File: config.mk
export PLATFORM = sky130hd
export DESIGN_NAME = rtcca_top
export DESIGN_NICKNAME = d
export VERILOG_FILES = /design/src/verilog/rtcca_pkg.sv /design/src/verilog/rtcca_top.sv
export VERILOG_INCLUDE_DIRS = /design/src /design/src/verilog
export SDC_FILE = /design/constraint.sdc
export NUM_CORES = 1
export LEC_CHECK = 0
export ABC_AREA = 0
export BUFFER_PORTS_ARGS = -buffer_cell sky130_fd_sc_hd__clkbuf_2
export CORE_ASPECT_RATIO = 1.2
export CORE_UTILIZATION = 35
export DETAILED_ROUTE_END_ITERATION = 10
export HOLD_SLACK_MARGIN = 0.15
export PLACE_DENSITY = 0.51
export SLEW_MARGIN = 10
export SYNTH_ARGS = -nofsm -noshare
export SYNTH_HDL_FRONTEND = slang
export SYNTH_SLANG_ARGS = --single-unit
File: constraint.sdc
create_clock -name clk -period 15.2 [get_ports clk]
set_input_delay 3.04 -clock clk [delete_from_list [all_inputs] [get_ports clk]]
set_output_delay 3.04 -clock clk [all_outputs]
set_load 0.005 [all_outputs]
File: src/verilog/rtcca_regs.svh
// Purpose: register offsets, field positions, reset values and counts
// Assumes: included by the calendar clock control block
// Notes: byte-wide registers on a plain 4-bit address port
`ifndef RTCCA_REGS_SVH
`define RTCCA_REGS_SVH

// ----------------------------------------------------------------
// offsets
// ----------------------------------------------------------------
`define RTCCA_OFS_CFG 4'h0
`define RTCCA_OFS_CAL 4'h1
`define RTCCA_OFS_PAD 4'h2
`define RTCCA_OFS_ACFG 4'h3
`define RTCCA_OFS_RPT 4'h4
`define RTCCA_OFS_TVL 4'h5
`define RTCCA_OFS_TVH 4'h6
`define RTCCA_OFS_AVL 4'h7
`define RTCCA_OFS_AVH 4'h8
`define RTCCA_OFS_KEY 4'h9

// ----------------------------------------------------------------
// fields
// ----------------------------------------------------------------
`define RTCCA_CFG_EN 7
`define RTCCA_CFG_WREN 5
`define RTCCA_CFG_SYNC 4
`define RTCCA_CFG_HALF 3
`define RTCCA_CFG_OE 2
`define RTCCA_PAD_SEL_LSB 1
`define RTCCA_ACFG_EN 7
`define RTCCA_ACFG_CHIME 6
`define RTCCA_ACFG_MASK_LSB 2

// ----------------------------------------------------------------
// values and counts
// ----------------------------------------------------------------
`define RTCCA_RESET_VAL 8'h00
`define RTCCA_KEY_FIRST 8'h55
`define RTCCA_KEY_SECOND 8'hAA
`define RTCCA_TICKS_HALF 16384
`define RTCCA_SYNC_TICKS 8
`define RTCCA_CAL_STEP 4
`define RTCCA_MASK_SEC 8'h7F
`define RTCCA_MASK_MIN 8'h7F
`define RTCCA_MASK_HOUR 8'h3F
`define RTCCA_MASK_DAY 8'h3F
`define RTCCA_MASK_WDAY 8'h07
`define RTCCA_MASK_MONTH 8'h1F
`define RTCCA_MASK_YEAR 8'hFF

`endif

File: src/verilog/rtcca_pkg.sv
// Purpose: types of the calendar clock control block
// Assumes: constants come from rtcca_regs.svh
// Notes: all time fields are two BCD digits
package rtcca_pkg;

  typedef struct packed {
    logic [7:0] year;
    logic [7:0] month;
    logic [7:0] day;
    logic [7:0] wday;
    logic [7:0] hour;
    logic [7:0] minute;
    logic [7:0] second;
  } rtcca_time_t;

  typedef struct packed {
    logic [3:0] addr;
    logic [7:0] wdata;
    logic wr;
    logic rd;
  } rtcca_bus_t;

  typedef enum logic [1:0] {
    RTCCA_LOCKED,
    RTCCA_KEY1,
    RTCCA_ARMED
  } rtcca_unlock_t;

endpackage

File: src/verilog/rtcca_top.sv
// Purpose: control, calendar counting and alarm of the calendar clock
// Assumes: srcTick is a one-cycle pulse per low-frequency source edge
// Notes: clock_config is cleared by rst (power-on) only
`timescale 1ns/1ps
`include "rtcca_regs.svh"

module rtcca_top #(
  parameter int TICKS_HALF = `RTCCA_TICKS_HALF
) (
  // clock and resets
  input wire logic clk,
  input wire logic rst,
  input wire logic sysRst,
  // register port
  input wire rtcca_pkg::rtcca_bus_t bus,
  output logic [7:0] rdData,
  // low-frequency source
  input wire logic srcTick,
  input wire logic srcClkLevel,
  // clock pin and event
  output logic pinOut,
  output logic pinOe,
  output logic alarmEvent
);
  import rtcca_pkg::*;

  // ----------------------------------------------------------------
  // state
  // ----------------------------------------------------------------
  logic enable, wren, oe;
  logic [1:0] tPtr, aPtr, padSel;
  logic [7:0] cal, rpt;
  logic aEn, chime;
  logic [3:0] alarm_interval_mask;
  rtcca_unlock_t unlock;
  rtcca_time_t tm, next_tm, alm;
  logic [15:0] presc;
  logic [9:0] adjLeft;
  logic adjNeg, checkDue, checkHalf;

  // ----------------------------------------------------------------
  // decode
  // ----------------------------------------------------------------
  wire wrCfg = bus.wr && bus.addr == `RTCCA_OFS_CFG;
  wire wrCal = bus.wr && bus.addr == `RTCCA_OFS_CAL;
  wire wrPad = bus.wr && bus.addr == `RTCCA_OFS_PAD;
  wire wrAcfg = bus.wr && bus.addr == `RTCCA_OFS_ACFG;
  wire wrRpt = bus.wr && bus.addr == `RTCCA_OFS_RPT;
  wire wrKey = bus.wr && bus.addr == `RTCCA_OFS_KEY;
  wire wrTvl = bus.wr && bus.addr == `RTCCA_OFS_TVL && wren;
  wire wrTvh = bus.wr && bus.addr == `RTCCA_OFS_TVH && wren;
  wire wrAvl = bus.wr && bus.addr == `RTCCA_OFS_AVL;
  wire wrAvh = bus.wr && bus.addr == `RTCCA_OFS_AVH;
  wire accTvh = (bus.wr || bus.rd) && bus.addr == `RTCCA_OFS_TVH;
  wire accAvh = (bus.wr || bus.rd) && bus.addr == `RTCCA_OFS_AVH;
  wire secWrite = wrTvl && tPtr == 2'b00;
  wire almDateOk = wren || aPtr == 2'b00;

  // ----------------------------------------------------------------
  // second prescaler with drift calibration
  // ----------------------------------------------------------------
  localparam logic [15:0] FULL = 16'(2 * TICKS_HALF);
  localparam logic [15:0] HALF = 16'(TICKS_HALF);
  localparam logic [15:0] SYNC_AT = 16'(2 * TICKS_HALF - `RTCCA_SYNC_TICKS);
  wire adjActive = adjLeft != 10'h000;
  wire [15:0] step = !adjActive ? 16'h0001 : (adjNeg ? 16'h0000 : 16'h0002);
  wire countOn = enable && srcTick;
  wire [15:0] presSum = presc + step;
  wire secTick = countOn && presSum >= FULL;
  wire halfTick = countOn && presc < HALF && presSum >= HALF;
  wire [15:0] next_presc = secTick ? presSum - FULL : presSum;
  wire half_second_status = presc >= HALF;
  wire syncFlag = enable && presc >= SYNC_AT;
  wire minTick = secTick && tm.second == 8'h59;
  wire [7:0] calMag = cal[7] ? 8'(~cal + 8'h01) : cal;
  wire [9:0] adjLoad = 10'(calMag) * 10'(`RTCCA_CAL_STEP);

  // ----------------------------------------------------------------
  // BCD calendar arithmetic
  // ----------------------------------------------------------------
  function automatic logic [8:0] bcdNext(input logic [7:0] v,
                                         input logic [7:0] last,
                                         input logic [7:0] first);
    logic [8:0] r;
    r = {1'b0, v + 8'h01};
    if (v == last) begin
      r = {1'b1, first};
    end else if (v[3:0] == 4'h9) begin
      r = {1'b0, v[7:4] + 4'h1, 4'h0};
    end
    return r;
  endfunction

  function automatic logic [7:0] lastDay(input logic [7:0] m,
                                         input logic [7:0] y);
    logic leap;
    logic [7:0] r;
    leap = y[4] ? (y[3:0] == 4'h2 || y[3:0] == 4'h6)
                : (y[3:0] == 4'h0 || y[3:0] == 4'h4 || y[3:0] == 4'h8);
    r = 8'h31;
    if (m == 8'h02) begin
      r = leap ? 8'h29 : 8'h28;
    end else if (m == 8'h04 || m == 8'h06 || m == 8'h09 || m == 8'h11) begin
      r = 8'h30;
    end
    return r;
  endfunction

  logic [8:0] cSec, cMin, cHour, cDay, cWday, cMon, cYear;

  always_comb begin
    next_tm = tm;
    cSec = bcdNext(tm.second, 8'h59, 8'h00);
    cMin = bcdNext(tm.minute, 8'h59, 8'h00);
    cHour = bcdNext(tm.hour, 8'h23, 8'h00);
    cDay = bcdNext(tm.day, lastDay(tm.month, tm.year), 8'h01);
    cWday = bcdNext(tm.wday, 8'h06, 8'h00);
    cMon = bcdNext(tm.month, 8'h12, 8'h01);
    cYear = bcdNext(tm.year, 8'h99, 8'h00);
    if (secTick) begin
      next_tm.second = cSec[7:0];
      if (cSec[8]) begin
        next_tm.minute = cMin[7:0];
        if (cMin[8]) begin
          next_tm.hour = cHour[7:0];
          if (cHour[8]) begin
            next_tm.day = cDay[7:0];
            next_tm.wday = cWday[7:0];
            if (cDay[8]) begin
              next_tm.month = cMon[7:0];
              if (cMon[8]) begin
                next_tm.year = cYear[7:0];
              end
            end
          end
        end
      end
    end
    if (wrTvh) begin
      unique case (tPtr)
        2'b00: next_tm.minute = bus.wdata & `RTCCA_MASK_MIN;
        2'b01: next_tm.wday = bus.wdata & `RTCCA_MASK_WDAY;
        2'b10: next_tm.month = bus.wdata & `RTCCA_MASK_MONTH;
        2'b11: next_tm.minute = tm.minute;
      endcase
    end
    if (wrTvl) begin
      unique case (tPtr)
        2'b00: next_tm.second = bus.wdata & `RTCCA_MASK_SEC;
        2'b01: next_tm.hour = bus.wdata & `RTCCA_MASK_HOUR;
        2'b10: next_tm.day = bus.wdata & `RTCCA_MASK_DAY;
        2'b11: next_tm.year = bus.wdata & `RTCCA_MASK_YEAR;
      endcase
    end
  end

  // ----------------------------------------------------------------
  // alarm compare
  // ----------------------------------------------------------------
  wire mSec1 = tm.second[3:0] == alm.second[3:0];
  wire mSec = tm.second == alm.second;
  wire mMin1 = tm.minute[3:0] == alm.minute[3:0];
  wire mMin = tm.minute == alm.minute;
  wire mHour = tm.hour == alm.hour;
  wire mWday = tm.wday == alm.wday;
  wire mDay = tm.day == alm.day;
  wire mMon = tm.month == alm.month;
  logic almMatch;

  // Feb 29 exists only in leap years
  always_comb begin
    unique case (alarm_interval_mask)
      4'h0: almMatch = 1'b1;
      4'h1: almMatch = !checkHalf;
      4'h2: almMatch = !checkHalf && mSec1;
      4'h3: almMatch = !checkHalf && mSec;
      4'h4: almMatch = !checkHalf && mSec && mMin1;
      4'h5: almMatch = !checkHalf && mSec && mMin;
      4'h6: almMatch = !checkHalf && mSec && mMin && mHour;
      4'h7: almMatch = !checkHalf && mSec && mMin && mHour && mWday;
      4'h8: almMatch = !checkHalf && mSec && mMin && mHour && mDay;
      4'h9: almMatch = !checkHalf && mSec && mMin && mHour && mDay && mMon;
      default: almMatch = 1'b0;
    endcase
  end

  wire fire = checkDue && aEn && almMatch;
  wire rptZero = rpt == 8'h00;

  // ----------------------------------------------------------------
  // read path
  // ----------------------------------------------------------------
  logic [7:0] tvh, tvl, avh, avl, rdMux;
  assign tvh = tPtr == 2'b00 ? tm.minute : tPtr == 2'b01 ? tm.wday :
               tPtr == 2'b10 ? tm.month : `RTCCA_RESET_VAL;
  assign tvl = tPtr == 2'b00 ? tm.second : tPtr == 2'b01 ? tm.hour :
               tPtr == 2'b10 ? tm.day : tm.year;
  assign avh = aPtr == 2'b00 ? alm.minute : aPtr == 2'b01 ? alm.wday :
               aPtr == 2'b10 ? alm.month : `RTCCA_RESET_VAL;
  assign avl = aPtr == 2'b00 ? alm.second : aPtr == 2'b01 ? alm.hour :
               aPtr == 2'b10 ? alm.day : `RTCCA_RESET_VAL;
  wire [7:0] cfgRd = {enable, 1'b0, wren, syncFlag, half_second_status, oe, tPtr};

  always_comb begin
    unique case (bus.addr)
      `RTCCA_OFS_CFG: rdMux = cfgRd;
      `RTCCA_OFS_CAL: rdMux = cal;
      `RTCCA_OFS_PAD: rdMux = {5'h00, padSel, 1'b0};
      `RTCCA_OFS_ACFG: rdMux = {aEn, chime, alarm_interval_mask, aPtr};
      `RTCCA_OFS_RPT: rdMux = rpt;
      `RTCCA_OFS_TVL: rdMux = tvl;
      `RTCCA_OFS_TVH: rdMux = tvh;
      `RTCCA_OFS_AVL: rdMux = avl;
      `RTCCA_OFS_AVH: rdMux = avh;
      default: rdMux = `RTCCA_RESET_VAL;
    endcase
  end

  // ----------------------------------------------------------------
  // clock_config, power-on reset only
  // ----------------------------------------------------------------
  // only rst clears this group
  always_ff @(posedge clk or posedge rst) begin
    if (rst) begin
      enable <= 1'b0;
      wren <= 1'b0;
      oe <= 1'b0;
      tPtr <= 2'b00;
      unlock <= RTCCA_LOCKED;
    end else begin
      if (wrCfg && wren) begin
        enable <= bus.wdata[`RTCCA_CFG_EN];
      end
      // write enable only after key pair
      if (wrCfg && unlock == RTCCA_ARMED) begin
        wren <= bus.wdata[`RTCCA_CFG_WREN];
      end
      if (wrCfg) begin
        oe <= bus.wdata[`RTCCA_CFG_OE];
        tPtr <= bus.wdata[1:0];
      end else if (accTvh && tPtr != 2'b00) begin
        tPtr <= tPtr - 2'b01;
      end
      if (bus.wr) begin
        unlock <= RTCCA_LOCKED;
        if (wrKey && bus.wdata == `RTCCA_KEY_FIRST) begin
          unlock <= RTCCA_KEY1;
        end else if (wrKey && unlock == RTCCA_KEY1 &&
                     bus.wdata == `RTCCA_KEY_SECOND) begin
          unlock <= RTCCA_ARMED;
        end
      end
    end
  end

  // ----------------------------------------------------------------
  // time counting
  // ----------------------------------------------------------------
  always_ff @(posedge clk or posedge rst) begin
    if (rst) begin
      tm <= '0;
      presc <= 16'h0000;
      adjLeft <= 10'h000;
      adjNeg <= 1'b0;
      checkDue <= 1'b0;
      checkHalf <= 1'b0;
    end else begin
      tm <= next_tm;
      presc <= secWrite ? 16'h0000 : (countOn ? next_presc : presc);
      if (minTick) begin
        adjLeft <= adjLoad;
        adjNeg <= cal[7];
      end else if (countOn && adjActive) begin
        adjLeft <= adjLeft - 10'h001;
      end
      // compare one cycle later, on the updated time
      checkDue <= secTick || halfTick;
      checkHalf <= halfTick;
    end
  end

  // ----------------------------------------------------------------
  // other control registers, cleared by any reset; alarm time by rst only
  // ----------------------------------------------------------------
  always_ff @(posedge clk or posedge rst) begin
    if (rst) begin
      cal <= `RTCCA_RESET_VAL;
      padSel <= 2'b00;
      {aEn, chime, alarm_interval_mask, aPtr} <= `RTCCA_RESET_VAL;
      rpt <= `RTCCA_RESET_VAL;
      alm <= '0;
    end else if (sysRst) begin
      cal <= `RTCCA_RESET_VAL;
      padSel <= 2'b00;
      {aEn, chime, alarm_interval_mask, aPtr} <= `RTCCA_RESET_VAL;
      rpt <= `RTCCA_RESET_VAL;
    end else begin
      if (wrCal) begin
        cal <= bus.wdata;
      end
      if (wrPad) begin
        padSel <= bus.wdata[`RTCCA_PAD_SEL_LSB +: 2];
      end
      if (wrAcfg) begin
        aEn <= bus.wdata[`RTCCA_ACFG_EN];
        chime <= bus.wdata[`RTCCA_ACFG_CHIME];
        alarm_interval_mask <= bus.wdata[`RTCCA_ACFG_MASK_LSB +: 4];
        aPtr <= bus.wdata[1:0];
      end else begin
        if (fire && rptZero && !chime) begin
          aEn <= 1'b0;
        end
        if (accAvh && aPtr != 2'b00) begin
          aPtr <= aPtr - 2'b01;
        end
      end
      if (wrRpt) begin
        rpt <= bus.wdata;
      end else if (fire && (!rptZero || chime)) begin
        rpt <= rpt - 8'h01;
      end
      if (wrAvh && almDateOk) begin
        unique case (aPtr)
          2'b00: alm.minute <= bus.wdata & `RTCCA_MASK_MIN;
          2'b01: alm.wday <= bus.wdata & `RTCCA_MASK_WDAY;
          2'b10: alm.month <= bus.wdata & `RTCCA_MASK_MONTH;
          2'b11: alm.minute <= alm.minute;
        endcase
      end
      if (wrAvl && almDateOk) begin
        unique case (aPtr)
          2'b00: alm.second <= bus.wdata & `RTCCA_MASK_SEC;
          2'b01: alm.hour <= bus.wdata & `RTCCA_MASK_HOUR;
          2'b10: alm.day <= bus.wdata & `RTCCA_MASK_DAY;
          2'b11: alm.second <= alm.second;
        endcase
      end
    end
  end

  // ----------------------------------------------------------------
  // outputs
  // ----------------------------------------------------------------
  // pin source select, reserved code drives low
  wire pinSrc = padSel == 2'b00 ? fire :
                padSel == 2'b01 ? !half_second_status :
                padSel == 2'b10 ? srcClkLevel : 1'b0;

  always_ff @(posedge clk or posedge rst) begin
    if (rst) begin
      rdData <= `RTCCA_RESET_VAL;
      pinOut <= 1'b0;
      pinOe <= 1'b0;
      alarmEvent <= 1'b0;
    end else begin
      rdData <= bus.rd ? rdMux : `RTCCA_RESET_VAL;
      pinOut <= pinSrc;
      pinOe <= oe;
      alarmEvent <= fire;
    end
  end

endmodule

==> reports/metrics.cfg, run 1 <==
[logic_synthesis]
synthTopCellsByArea=dfrtp_1 (38%), nand2_1 (5.8%), nor2_1 (5.4%), a21oi_1 (4.7%), xnor2_1 (4.2%)
synth.avg_cell_area_sq_um=8.29
ys_async_sr_fraction=1.00
syn_area_sq_um=10800
yosys.area.top_type_share=0.377
yosys-top-cells-count=nand2_1 (167), dfrtp_1 (163), nor2_1 (156), a21oi_1 (101), o21ai_0 (82)
synth.largest_area_cell=dfrtp_1
ys_types=74
synth_nets=1360
ys.flop_type=dfrtp_1
synth-edff-count=0
ys.warnings.count=0
syn_inst=1306
synthMostInstantiatedCell=nand2_1
synth_seq_area_share=0.377
ys_seq_elements=163

[floorplan]
core_area_sq_um=30500
rows=70
die-height_um=195
dieWidth_um=163
dieArea_sq_um=31700
start_util=0.355
ioPinCount=30

[clock_network]
cts_made_buffers=17
cts_tree=done
clkSlewWorstSetupHoldPaths_ns=0.07
clk_path_buf_depth=2
ctsHoldBuffers=0
postCtsSetupRepairBufs=0
clk-insertion-delay-late_ns=0.44
h-tree-depth=4
cts_root_buf=clkbuf_16
cts.sinks=163
post_cts_resized=0

[worst_setup_path]
worstSetupStartpoint=bus[12]
startpoint_type=input pin
critPathKind=input pin to register
path_max_fanout=31
required_ns=15.50
r2r_start=adjLeft[3]
critPathArrivalTime_ns=5.55
crit_path_end_kind=register

[sta]
rsz0062_at_grt=false
max_freq_ghz=0.190
finalSetupViolations=0
period_share=0.345
clock-skew-final_ns=0.0144
final_hold_viol_count=0
max-slew-margin-rel=0.259
finalSetupTns_ns=0
slew_violations=0
period_minus_slack_ns=5.25
worst_pin_slew_ns=1.10

[cells_and_area]
final_area_sq_um=11800
nNetsFinal=1334
drive_gt1_frac=0.0929
synthToLayoutAreaGrowth_pct=8.89
antenna_cells=0

[routing]
wire_per_inst_um=20.3
drt_iter0_markers=819
firstDrtPassIters=5
vias_per_cell=5.66
antenna_left=0
drcViolationCount=0
vias=9546
drt-total-wl_mm=34.3

[flow_run]
drv_cap=0

[placement]
dp_hpwl_mm=24.3
portBuffers=29
placed_cell_area_sq_um=11200
place_congestion=0.925

[global_route]
grt_usage=0.223
grt_pass1_vias=9217
antenna_found_initial=0
overflow=0
grt_max_degree=96
grt_first_pass_wirelength_mm=54.1

[hold_path]
hp-class=register to register
min-delay-start=oe

[pwr]
ir_worst_vdd_uv=87.1
p_leak_nw=4.91
total_power_mw=1.07
power.density_nw_per_um2=90.3

[run_status]
outcome=finished, final reports clean

==> metal layers <==
layer	track usage	routed length [um]	vias to the layer above
met5	0	0	-
met4	0.0807	934	0
met3	0.0290	1490	57
met2	0.377	16900	263
met1	0.290	15000	4686
li1	-	-	4540
==> final cells by class <==
cell class,count,area [sq um]
tap,396,495
fill,3139,18700
inverter,44,170
clock inverter,11,105
multi-input combinational,1015,6260
clock buffer,20,467
timing repair buffer,39,220
sequential,163,4080
==> report_power, final <==
part	total, mW	switching [mW]	internal [mW]	leakage [nW]
sequential	0.470	0.0203	0.450	2.23
clock	0.430	0.192	0.238	0.270
combinational	0.165	0.114	0.0514	2.41
total	1.07	0.326	0.739	4.91
==> cells by family (layout without fill, tap and decap cells) <==
kind of cell | count (synthesis) | count (layout) | synth area share
buffers and inverters | 128 | 114 | 0.0456
flip-flops | 163 | 163 | 0.377
adder cells (fa/ha/maj) | 35 | 35 | 0.0411
AND/OR/NAND/NOR | 524 | 524 | 0.232
AO/OA/AOI/OAI | 303 | 303 | 0.170
multiplexers | 65 | 65 | 0.0640
XOR/XNOR | 88 | 88 | 0.0712
==> through the flow <==
stage           util  instances  hold slack [ns]  setup slack [ns]
2_1_floorplan      -       1306            0.368              7.76
3_3_place_gp   0.368       1657            0.448              9.62
3_5_place_dp   0.368       1657            0.441              9.56
4_1_cts        0.387       1688            0.457             10.00
5_1_grt        0.387       1688            0.461              9.77
6_report       0.387       1688            0.453              9.95
==> worst max-delay path, cell delays in order <==
cell and delay, ns:
clkbuf_2 0.35, nand2b_1 0.16, nor3b_1 0.85, and3_1 0.50, and2_0 0.18, buf_4 0.31, o21ai_0 0.16
==> cells in the final DEF (no fill, tap or decap), types with 7 or more instances in the layout <==
cell | netlist | routed
a211oi_1 | 13 | 13
a21oi_1 | 101 | 101
a22o_1 | 8 | 8
a22oi_1 | 7 | 7
a31oi_1 | 19 | 19
and3_1 | 11 | 11
buf_4 | 1 | 10
clkbuf_16 | 0 | 17
clkbuf_2 | 0 | 29
dfrtp_1 | 163 | 163
ha_1 | 34 | 34
inv_1 | 44 | 43
mux2_2 | 34 | 34
mux2i_1 | 31 | 31
nand2_1 | 167 | 167
nand2b_1 | 14 | 14
nand3_1 | 31 | 31
nand3b_1 | 11 | 11
nand4_1 | 17 | 17
nor2_1 | 156 | 156
nor2b_1 | 12 | 12
nor3_1 | 27 | 27
nor3b_1 | 9 | 9
nor4_1 | 20 | 20
nor4b_1 | 8 | 8
o211ai_1 | 7 | 7
o21ai_0 | 82 | 82
o22ai_1 | 17 | 17
o31ai_1 | 10 | 10
xnor2_1 | 52 | 52
xor2_1 | 36 | 36
==> state kept, by name (all words and copies together), names as in the netlist, 2 cells and up <==
signal and cells:
tm 56, unlock 2, rdData 8, alarm_interval_mask 4, alm 34, padSel 2
presc 16, cal 8, tPtr 2, rpt 8, aPtr 2, adjLeft 10
==> final timing paths <==
kind	to	slack, ns	cells past startpoint
worst max-delay path	tm[2]	9.95	7
worst min-delay path	pinOe	0.45	0
worst max register to register	tm[49]	10.55	13
worst min register to register	pinOe	0.45	0
max in group asynchronous	alm[42]	10.91	3
min in group asynchronous	presc[7]	2.79	2
Note: power is estimated with default switching activity, not from simulation.
==> inputs of run 2 (changes only) <==
--- a/config.mk
+++ b/config.mk
@@ -12,7 +12,7 @@
 export CORE_UTILIZATION = 35
 export DETAILED_ROUTE_END_ITERATION = 10
 export HOLD_SLACK_MARGIN = 0.15
-export PLACE_DENSITY = 0.51
+export PLACE_DENSITY = 0.53
 export SLEW_MARGIN = 10
 export SYNTH_ARGS = -nofsm -noshare
 export SYNTH_HDL_FRONTEND = slang
==> constraint.sdc (replaced) <==
create_clock -name clk -period 4.7 [get_ports clk]
set_input_delay 0.94 -clock clk [delete_from_list [all_inputs] [get_ports clk]]
set_output_delay 0.94 -clock clk [all_outputs]
set_load 0.005 [all_outputs]
==> reports/metrics.cfg, run 2 (synthesis gave the netlist of run 1 again) <==
[placement]
placed_cell_area_sq_um=11300  ; was 11,200 sq um
portBuffers=29  ; unchanged
dp_hpwl_mm=24.4  ; was 24.3 mm
place_congestion=0.906  ; was 0.925
placed_cells=1666  ; was 1,657

[pwr]
pwr-share-clk=0.426  ; was 0.403
p_leak_nw=5.01  ; was 4.91 nW
power_frac_comb=0.150  ; was 0.155
p_int_mw=2.52  ; was 739 uW
swShare=0.297  ; was 0.306
p_sw_mw=1.07  ; was 326 uW
power.density_nw_per_um2=300  ; was 90.3 nW/um^2
ir_worst_vdd_uv=211  ; was 87.1 uV
power_frac_seq=0.424  ; was 0.441

[sta]
finalSetupTns_ns=0  ; unchanged
slew_violations=0  ; unchanged
max_freq_ghz=0.238
rsz0062_at_grt=false  ; unchanged
clock-skew-final_ns=0.0168  ; was 0.0144 ns
period_share=0.894
worst_pin_slew_ns=1.03  ; was 1.10 ns
period_minus_slack_ns=4.20
finalSetupViolations=0  ; unchanged
final_hold_viol_count=0  ; unchanged
max-slew-margin-rel=0.314  ; was 0.259

[clock_network]
clkSlewWorstSetupHoldPaths_ns=0.07  ; about the same
clk-insertion-delay-late_ns=0.46  ; was 0.44 ns
h-tree-depth=4  ; unchanged
cts_root_buf=clkbuf_16  ; unchanged
cts.sinks=163  ; unchanged
cts_made_buffers=17  ; unchanged
ctsHoldBuffers=0  ; unchanged
postCtsSetupRepairBufs=0  ; unchanged
clk_path_buf_depth=2  ; unchanged
cts_tree=done  ; unchanged

[routing]
drcViolationCount=0  ; unchanged
vias_per_cell=5.52  ; was 5.66
drt_iter0_markers=771  ; was 819
vias=9365  ; was 9,546
drt-total-wl_mm=34.0  ; was 34.3 mm
wire_per_inst_um=20.0  ; was 20.3 um
antenna_left=0  ; unchanged
firstDrtPassIters=5  ; unchanged

[run_status]
outcome=finished, final reports clean  ; unchanged

[cells_and_area]
instances_no_fill=1698  ; was 1,688
final_area_sq_um=12000  ; was 11,800 sq um
synthToLayoutAreaGrowth_pct=10.4  ; was 8.89%
fill_cells=3097  ; was 3,139
drive_gt1_frac=0.101  ; was 0.0929
regMostFlops=tm  ; unchanged
largest_reg_flops=56  ; unchanged
final_cell_mix=nand2_1 (167), dfrtp_1 (163), nor2_1 (156), a21oi_1 (101), o21ai_0 (82)  ; unchanged
layout_commonest_cell=nand2_1  ; unchanged
antenna_cells=0  ; unchanged
nNetsFinal=1343  ; was 1,334
reg_top3=tm: 56 flops, alm: 34 flops, presc: 16 flops  ; unchanged

[floorplan]
dieWidth_um=163  ; unchanged
die-height_um=195  ; unchanged
core_area_sq_um=30500  ; unchanged
ioPinCount=30  ; unchanged
start_util=0.355  ; unchanged
rows=70  ; unchanged
dieArea_sq_um=31700  ; unchanged

[worst_setup_path]
critPathArrivalTime_ns=4.58  ; was 5.55 ns
critPathKind=register to register  ; was input pin to register
path_max_fanout=13  ; was 31
required_ns=5.08  ; was 15.50 ns
startpoint_type=register  ; was input pin
reg2regPathDepth=13  ; unchanged
crit_path_end_kind=register  ; unchanged

[global_route]
grt_first_pass_wirelength_mm=53.7  ; was 54.1 mm
grt_usage=0.223  ; about the same
antenna_found_initial=0  ; unchanged
grt_pass1_vias=9063  ; was 9,217
overflow=0  ; unchanged
grt_max_degree=63  ; was 96

[flow_run]
drv_cap=0  ; unchanged

[hold_path]
hp-class=register to register  ; unchanged
holdPathStages=0  ; unchanged

-- run 2: cell types whose count changed in the layout (fill, tap and decap cells not counted), moves of 2 or more --
cell        delta
buf_12         +2
buf_4          +7
bufinv_16      +3
clkbuf_8       -3
clkinvlp_4     -2
inv_6          +3
-- run 2: path summary, 6_finish.rpt --
path | startpoint | to | slack, ns
min reg2reg | oe | pinOe | 0.44
min | oe | pinOe | 0.44
max reg2reg | adjLeft[3] | tm[49] | 0.50
min in group asynchronous | rst | rpt[6] | 0.56
max in group asynchronous | rst | tm[0] | 3.27
max | adjLeft[3] | tm[49] | 0.50
-- run 2: power groups by stage --
stage	clock, mW	sequential [mW]	combinational [mW]
finish	1.53	1.52	0.538
global route	1.61	1.53	0.592
CTS	1.55	1.52	0.534
detailed placement	0	1.55	0.532
global placement	0	1.55	0.528
floorplan	0	1.52	0.379
-- run 2: layer usage --
layer  wire [um]  track usage  share of wire  vias to the layer above
met1       15100        0.289           0.44                     4539
li1            -            -              -                     4550
met3        1330       0.0339          0.039                       59
met4         916       0.0737          0.027                        0
met2       16700        0.377           0.49                      217
met5           0            0              0                        -
-- run 2: area by class of cell --
class                           instances  area (sq um)  area share
Clock inverter                         15           204      0.0171
Timing Repair Buffer                   48           313      0.0262
Tap cell                              396           495      0.0414
Inverter                               44           169      0.0141
Multi-Input combinational cell       1015          6270       0.524
Clock buffer                           17           425      0.0356
Sequential cell                       163          4080       0.341
-- run 2: repair_timing --
action                                 CTS  global route
resized for setup                        0             1
endpoints found under the hold margin    0             0
setup endpoints to repair                0             3
-- run 2: through the flow --
| step | utilization | setup WS, ns | total power [mW] | hold slack, ns |
|---|---|---|---|---|
| floorplan | - | 1.00 | 1.90 | 0.368 |
| global placement | 0.371 | 0.453 | 2.07 | 0.424 |
| CTS | 0.392 | 0.371 | 3.61 | 0.440 |
| finish | 0.392 | 0.499 | 3.59 | 0.436 |
| global route | 0.392 | 0.100 | 3.73 | 0.451 |
| detailed placement | 0.371 | 0.407 | 2.08 | 0.425 |
-- run 2: critical path: stages (launching register included) --
cell	delay (ns)
dfrtp_1	0.43
nor4_1	0.43
nand2b_1	0.18
nor4_2	0.38
or2_2	0.21
inv_1	0.05
ha_1	0.26
a21oi_1	0.08
or2_1	0.28
or3_4	0.41
a21boi_4	0.26
o2111ai_2	0.41
or4_1	0.59
a31oi_1	0.17
==> inputs of run 3 (changes only) <==
--- a/config.mk
+++ b/config.mk
@@ -6,13 +6,13 @@
 export SDC_FILE = /design/constraint.sdc
 export NUM_CORES = 1
 export LEC_CHECK = 0
-export ABC_AREA = 0
+export ABC_AREA = 1
 export BUFFER_PORTS_ARGS = -buffer_cell sky130_fd_sc_hd__clkbuf_2
 export CORE_ASPECT_RATIO = 1.2
-export CORE_UTILIZATION = 35
+export CORE_UTILIZATION = 58
 export DETAILED_ROUTE_END_ITERATION = 10
 export HOLD_SLACK_MARGIN = 0.15
-export PLACE_DENSITY = 0.53
+export PLACE_DENSITY = 0.79
 export SLEW_MARGIN = 10
 export SYNTH_ARGS = -nofsm -noshare
 export SYNTH_HDL_FRONTEND = slang
==> reports/metrics.cfg, run 3 <==
[sta]
finalSetupViolations=0  ; unchanged
finalSetupTns_ns=0  ; unchanged
period_share=0.839  ; was 0.894
max_freq_ghz=0.254  ; was 0.238 GHz
slew_violations=0  ; unchanged
rsz0062_at_grt=false  ; unchanged
setup_ws_ns=0.756  ; was 0.499 ns
max-slew-margin-rel=0.405  ; was 0.314
final_hold_viol_count=0  ; unchanged
worst_pin_slew_ns=0.886  ; was 1.03 ns
period_minus_slack_ns=3.94  ; was 4.20 ns
clock-skew-final_ns=0.0104  ; was 0.0168 ns

[floorplan]
core_area_sq_um=18400  ; was 30,500 sq um
ioPinCount=30  ; unchanged
dieArea_sq_um=19500  ; was 31,700 sq um
die-height_um=153  ; was 195 um
start_util=0.597  ; was 0.355
dieWidth_um=128  ; was 163 um
rows=54  ; was 70

[logic_synthesis]
synthMostInstantiatedCell=nand2_1  ; unchanged
ys_types=56  ; was 74
synth.largest_area_cell=dfrtp_1  ; unchanged
ys_async_sr_fraction=1.00  ; unchanged
syn_inst=1573  ; was 1,306
yosys.area.top_type_share=0.372  ; was 0.377
synth_nets=1627  ; was 1,360
yosys-top-cells-count=nand2_1 (356), inv_1 (230), nor2_1 (171), dfrtp_1 (163), o21ai_0 (162)  ; was nand2_1 (167), dfrtp_1 (163), nor2_1 (156), a21oi_1 (101), o21ai_0 (82)
ys.warnings.count=0  ; unchanged
ys.flop_type=dfrtp_1  ; unchanged
synthTopCellsByArea=dfrtp_1 (37%), nand2_1 (12%), inv_1 (7.9%), o21ai_0 (7.4%), nor2_1 (5.9%)  ; was dfrtp_1 (38%), nand2_1 (5.8%), nor2_1 (5.4%), a21oi_1 (4.7%), xnor2_1 (4.2%)
synth_seq_area_share=0.372  ; was 0.377
ys_seq_elements=163  ; unchanged
synth-edff-count=0  ; unchanged
synth.avg_cell_area_sq_um=6.97  ; was 8.29 sq um
syn_area_sq_um=11000  ; was 10,800 sq um

[worst_setup_path]
critPathKind=register to register  ; unchanged
startpoint_type=register  ; unchanged
cp_top_family=simple AND/OR/NAND/NOR gates  ; unchanged
crit_buf_inv=2  ; was 1
critical_path.max_stage_delay_ns=0.70  ; was 0.59 ns
crit_path_top_delay_cell=nor2_1  ; was or4_1
crit_path_end_kind=register  ; unchanged
required_ns=5.00  ; was 5.08 ns
crit_chain=inv_1, ha_1, nand2_1, nor2_1, inv_1, nor3_1, nor2_1, ha_1, nand2_1, o21ai_2, nand2_2, nor2_2, nand2_1, nand2_4, nand3_4, nor2_1, o21ai_0, o211ai_1, o21ai_0  ; was nor4_1, nand2b_1, nor4_2, or2_2, inv_1, ha_1, a21oi_1, or2_1, or3_4, a21boi_4, o2111ai_2, or4_1, a31oi_1
critPathArrivalTime_ns=4.25  ; was 4.58 ns
path_max_fanout=24  ; was 13
cp.depth=19  ; was 13
reg2regPathDepth=19  ; was 13

[cells_and_area]
fill_cells=1710  ; was 3,097
largest_reg_flops=56  ; unchanged
reg_top3=tm: 56 flops, alm: 34 flops, presc: 16 flops  ; unchanged
fin_util=0.652  ; was 0.392
multi_input_area_sq_um=5810  ; was 6270 sq um
nNetsFinal=1638  ; was 1,343
final_cell_mix=nand2_1 (356), inv_1 (229), nor2_1 (171), dfrtp_1 (163), o21ai_0 (162)  ; was nand2_1 (167), dfrtp_1 (163), nor2_1 (156), a21oi_1 (101), o21ai_0 (82)
layout_commonest_cell=nand2_1  ; unchanged
regMostFlops=tm  ; unchanged
final_area_sq_um=12000  ; about the same
regArea_sq_um=4080  ; unchanged
synthToLayoutAreaGrowth_pct=9.16  ; was 10.4%
antenna_cells=0  ; unchanged
drive_gt1_frac=0.0632  ; was 0.101

[global_route]
grt_usage=0.382  ; was 0.223
grt_first_pass_wirelength_mm=56.4  ; was 53.7 mm
overflow=0  ; unchanged
grt_max_degree=88  ; was 63
grt_pass1_vias=10400  ; was 9,063
antenna_found_initial=0  ; unchanged

[clock_network]
cts_tree=done  ; unchanged
cts_root_buf=clkbuf_16  ; unchanged
h-tree-depth=4  ; unchanged
post_cts_resized=0  ; unchanged
clk-insertion-delay-late_ns=0.45  ; was 0.46 ns
clk_path_buf_depth=2  ; unchanged
ctsHoldBuffers=0  ; unchanged
cts.sinks=163  ; unchanged
postCtsSetupRepairBufs=0  ; unchanged
clkSlewWorstSetupHoldPaths_ns=0.07  ; about the same
cts_made_buffers=17  ; unchanged

[routing]
drt-total-wl_mm=36.0  ; was 34.0 mm
drcViolationCount=0  ; unchanged
drt_iter0_markers=1317  ; was 771
vias=11100  ; was 9,365
antenna_left=0  ; unchanged
vias_per_cell=6.00  ; was 5.52
firstDrtPassIters=7  ; was 5
wire_per_inst_um=19.5  ; was 20.0 um

[placement]
place_congestion=1.02  ; was 0.906
dp_hpwl_mm=27.1  ; was 24.4 mm
dpl_worst_slack_ns=0.915  ; was 0.407 ns
placed_cell_area_sq_um=11300  ; about the same
portBuffers=29  ; unchanged

[hold_path]
hp-class=register to register  ; unchanged
holdPathStages=0  ; unchanged

[run_status]
outcome=finished, final reports clean  ; unchanged

[pwr]
power.density_nw_per_um2=337  ; was 300 nW/um^2
ir_worst_vdd_uv=286  ; was 211 uV
p_leak_nw=5.77  ; was 5.01 nW

[flow_run]
drv_cap=0  ; unchanged

[run 3: cell count changes after synthesis, moves of 31 or more]
cell	delta
xnor2_1	-38
nand2_1	+189
mux2i_1	-31
mux2_2	-34
inv_1	+186
clkbuf_1	-47
nand3_1	+76
o21ai_0	+80
a21oi_1	-39
[run 3: final timing paths]
check | to | slack (ns) | from
max | tm[18] | 0.76 | adjLeft[0]
min | pinOe | 0.38 | oe
max reg2reg | tm[18] | 0.76 | adjLeft[0]
min reg2reg | pinOe | 0.38 | oe
max in group asynchronous | tm[45] | 3.35 | rst
min in group asynchronous | presc[5] | 0.52 | rst
[run 3: stage by stage]
stage,cells,power [mW],hold slack (ns)
2_1_floorplan,1573,2.12,0.354
3_3_place_gp,1817,2.37,0.360
3_5_place_dp,1817,2.38,0.364
4_1_cts,1849,4.00,0.378
5_1_grt,1849,4.16,0.384
6_report,1849,4.03,0.381
[run 3: cell type report]
class,count,share of cell area
multi-input combinational,1130,0.485
sequential,163,0.341
inverter,238,0.0749
clock buffer,17,0.0355
tap,252,0.0263
clock inverter,15,0.0210
timing repair buffer,34,0.0163
[run 3: kinds of logic (layout without fill, tap and decap cells)]
kind of cell,after synthesis,after routing,share of synthesized area
xor gates and xnor gates,35,35,0.0279
buffers and inverters,280,304,0.0984
adders and majority gates,35,35,0.0406
and+or+nand+nor,715,715,0.278
AOI/OAI and AO/OA,345,345,0.183
DFF,163,163,0.372
[run 3: report_power, final]
| group | total (mW) | internal (mW) | leakage [nW] | switching [mW] |
|---|---|---|---|---|
| registers | 1.59 | 1.49 | 2.05 | 0.0959 |
| logic | 0.809 | 0.227 | 3.40 | 0.582 |
| clock network | 1.64 | 1.00 | 0.321 | 0.633 |
[run 3: worst reg2reg max path, cell delays in order (launching register included)]
cell      delay (ns)
dfrtp_1         0.36
inv_1           0.10
ha_1            0.21
nand2_1         0.08
nor2_1          0.13
inv_1           0.08
nor3_1          0.28
nor2_1          0.10
ha_1            0.30
nand2_1         0.06
o21ai_2         0.25
nand2_2         0.09
nor2_2          0.10
nand2_1         0.09
nand2_4         0.13
nand3_4         0.27
nor2_1          0.70
o21ai_0         0.24
o211ai_1        0.14
o21ai_0         0.10
[run 3: layer usage]
layer | vias to the layer above | track usage | routed length [um]
li1 | 5219 | - | -
met5 | - | 0 | 0
met4 | 0 | 0.252 | 2420
met3 | 155 | 0.0664 | 2730
met1 | 5166 | 0.470 | 14000
met2 | 555 | 0.613 | 16800
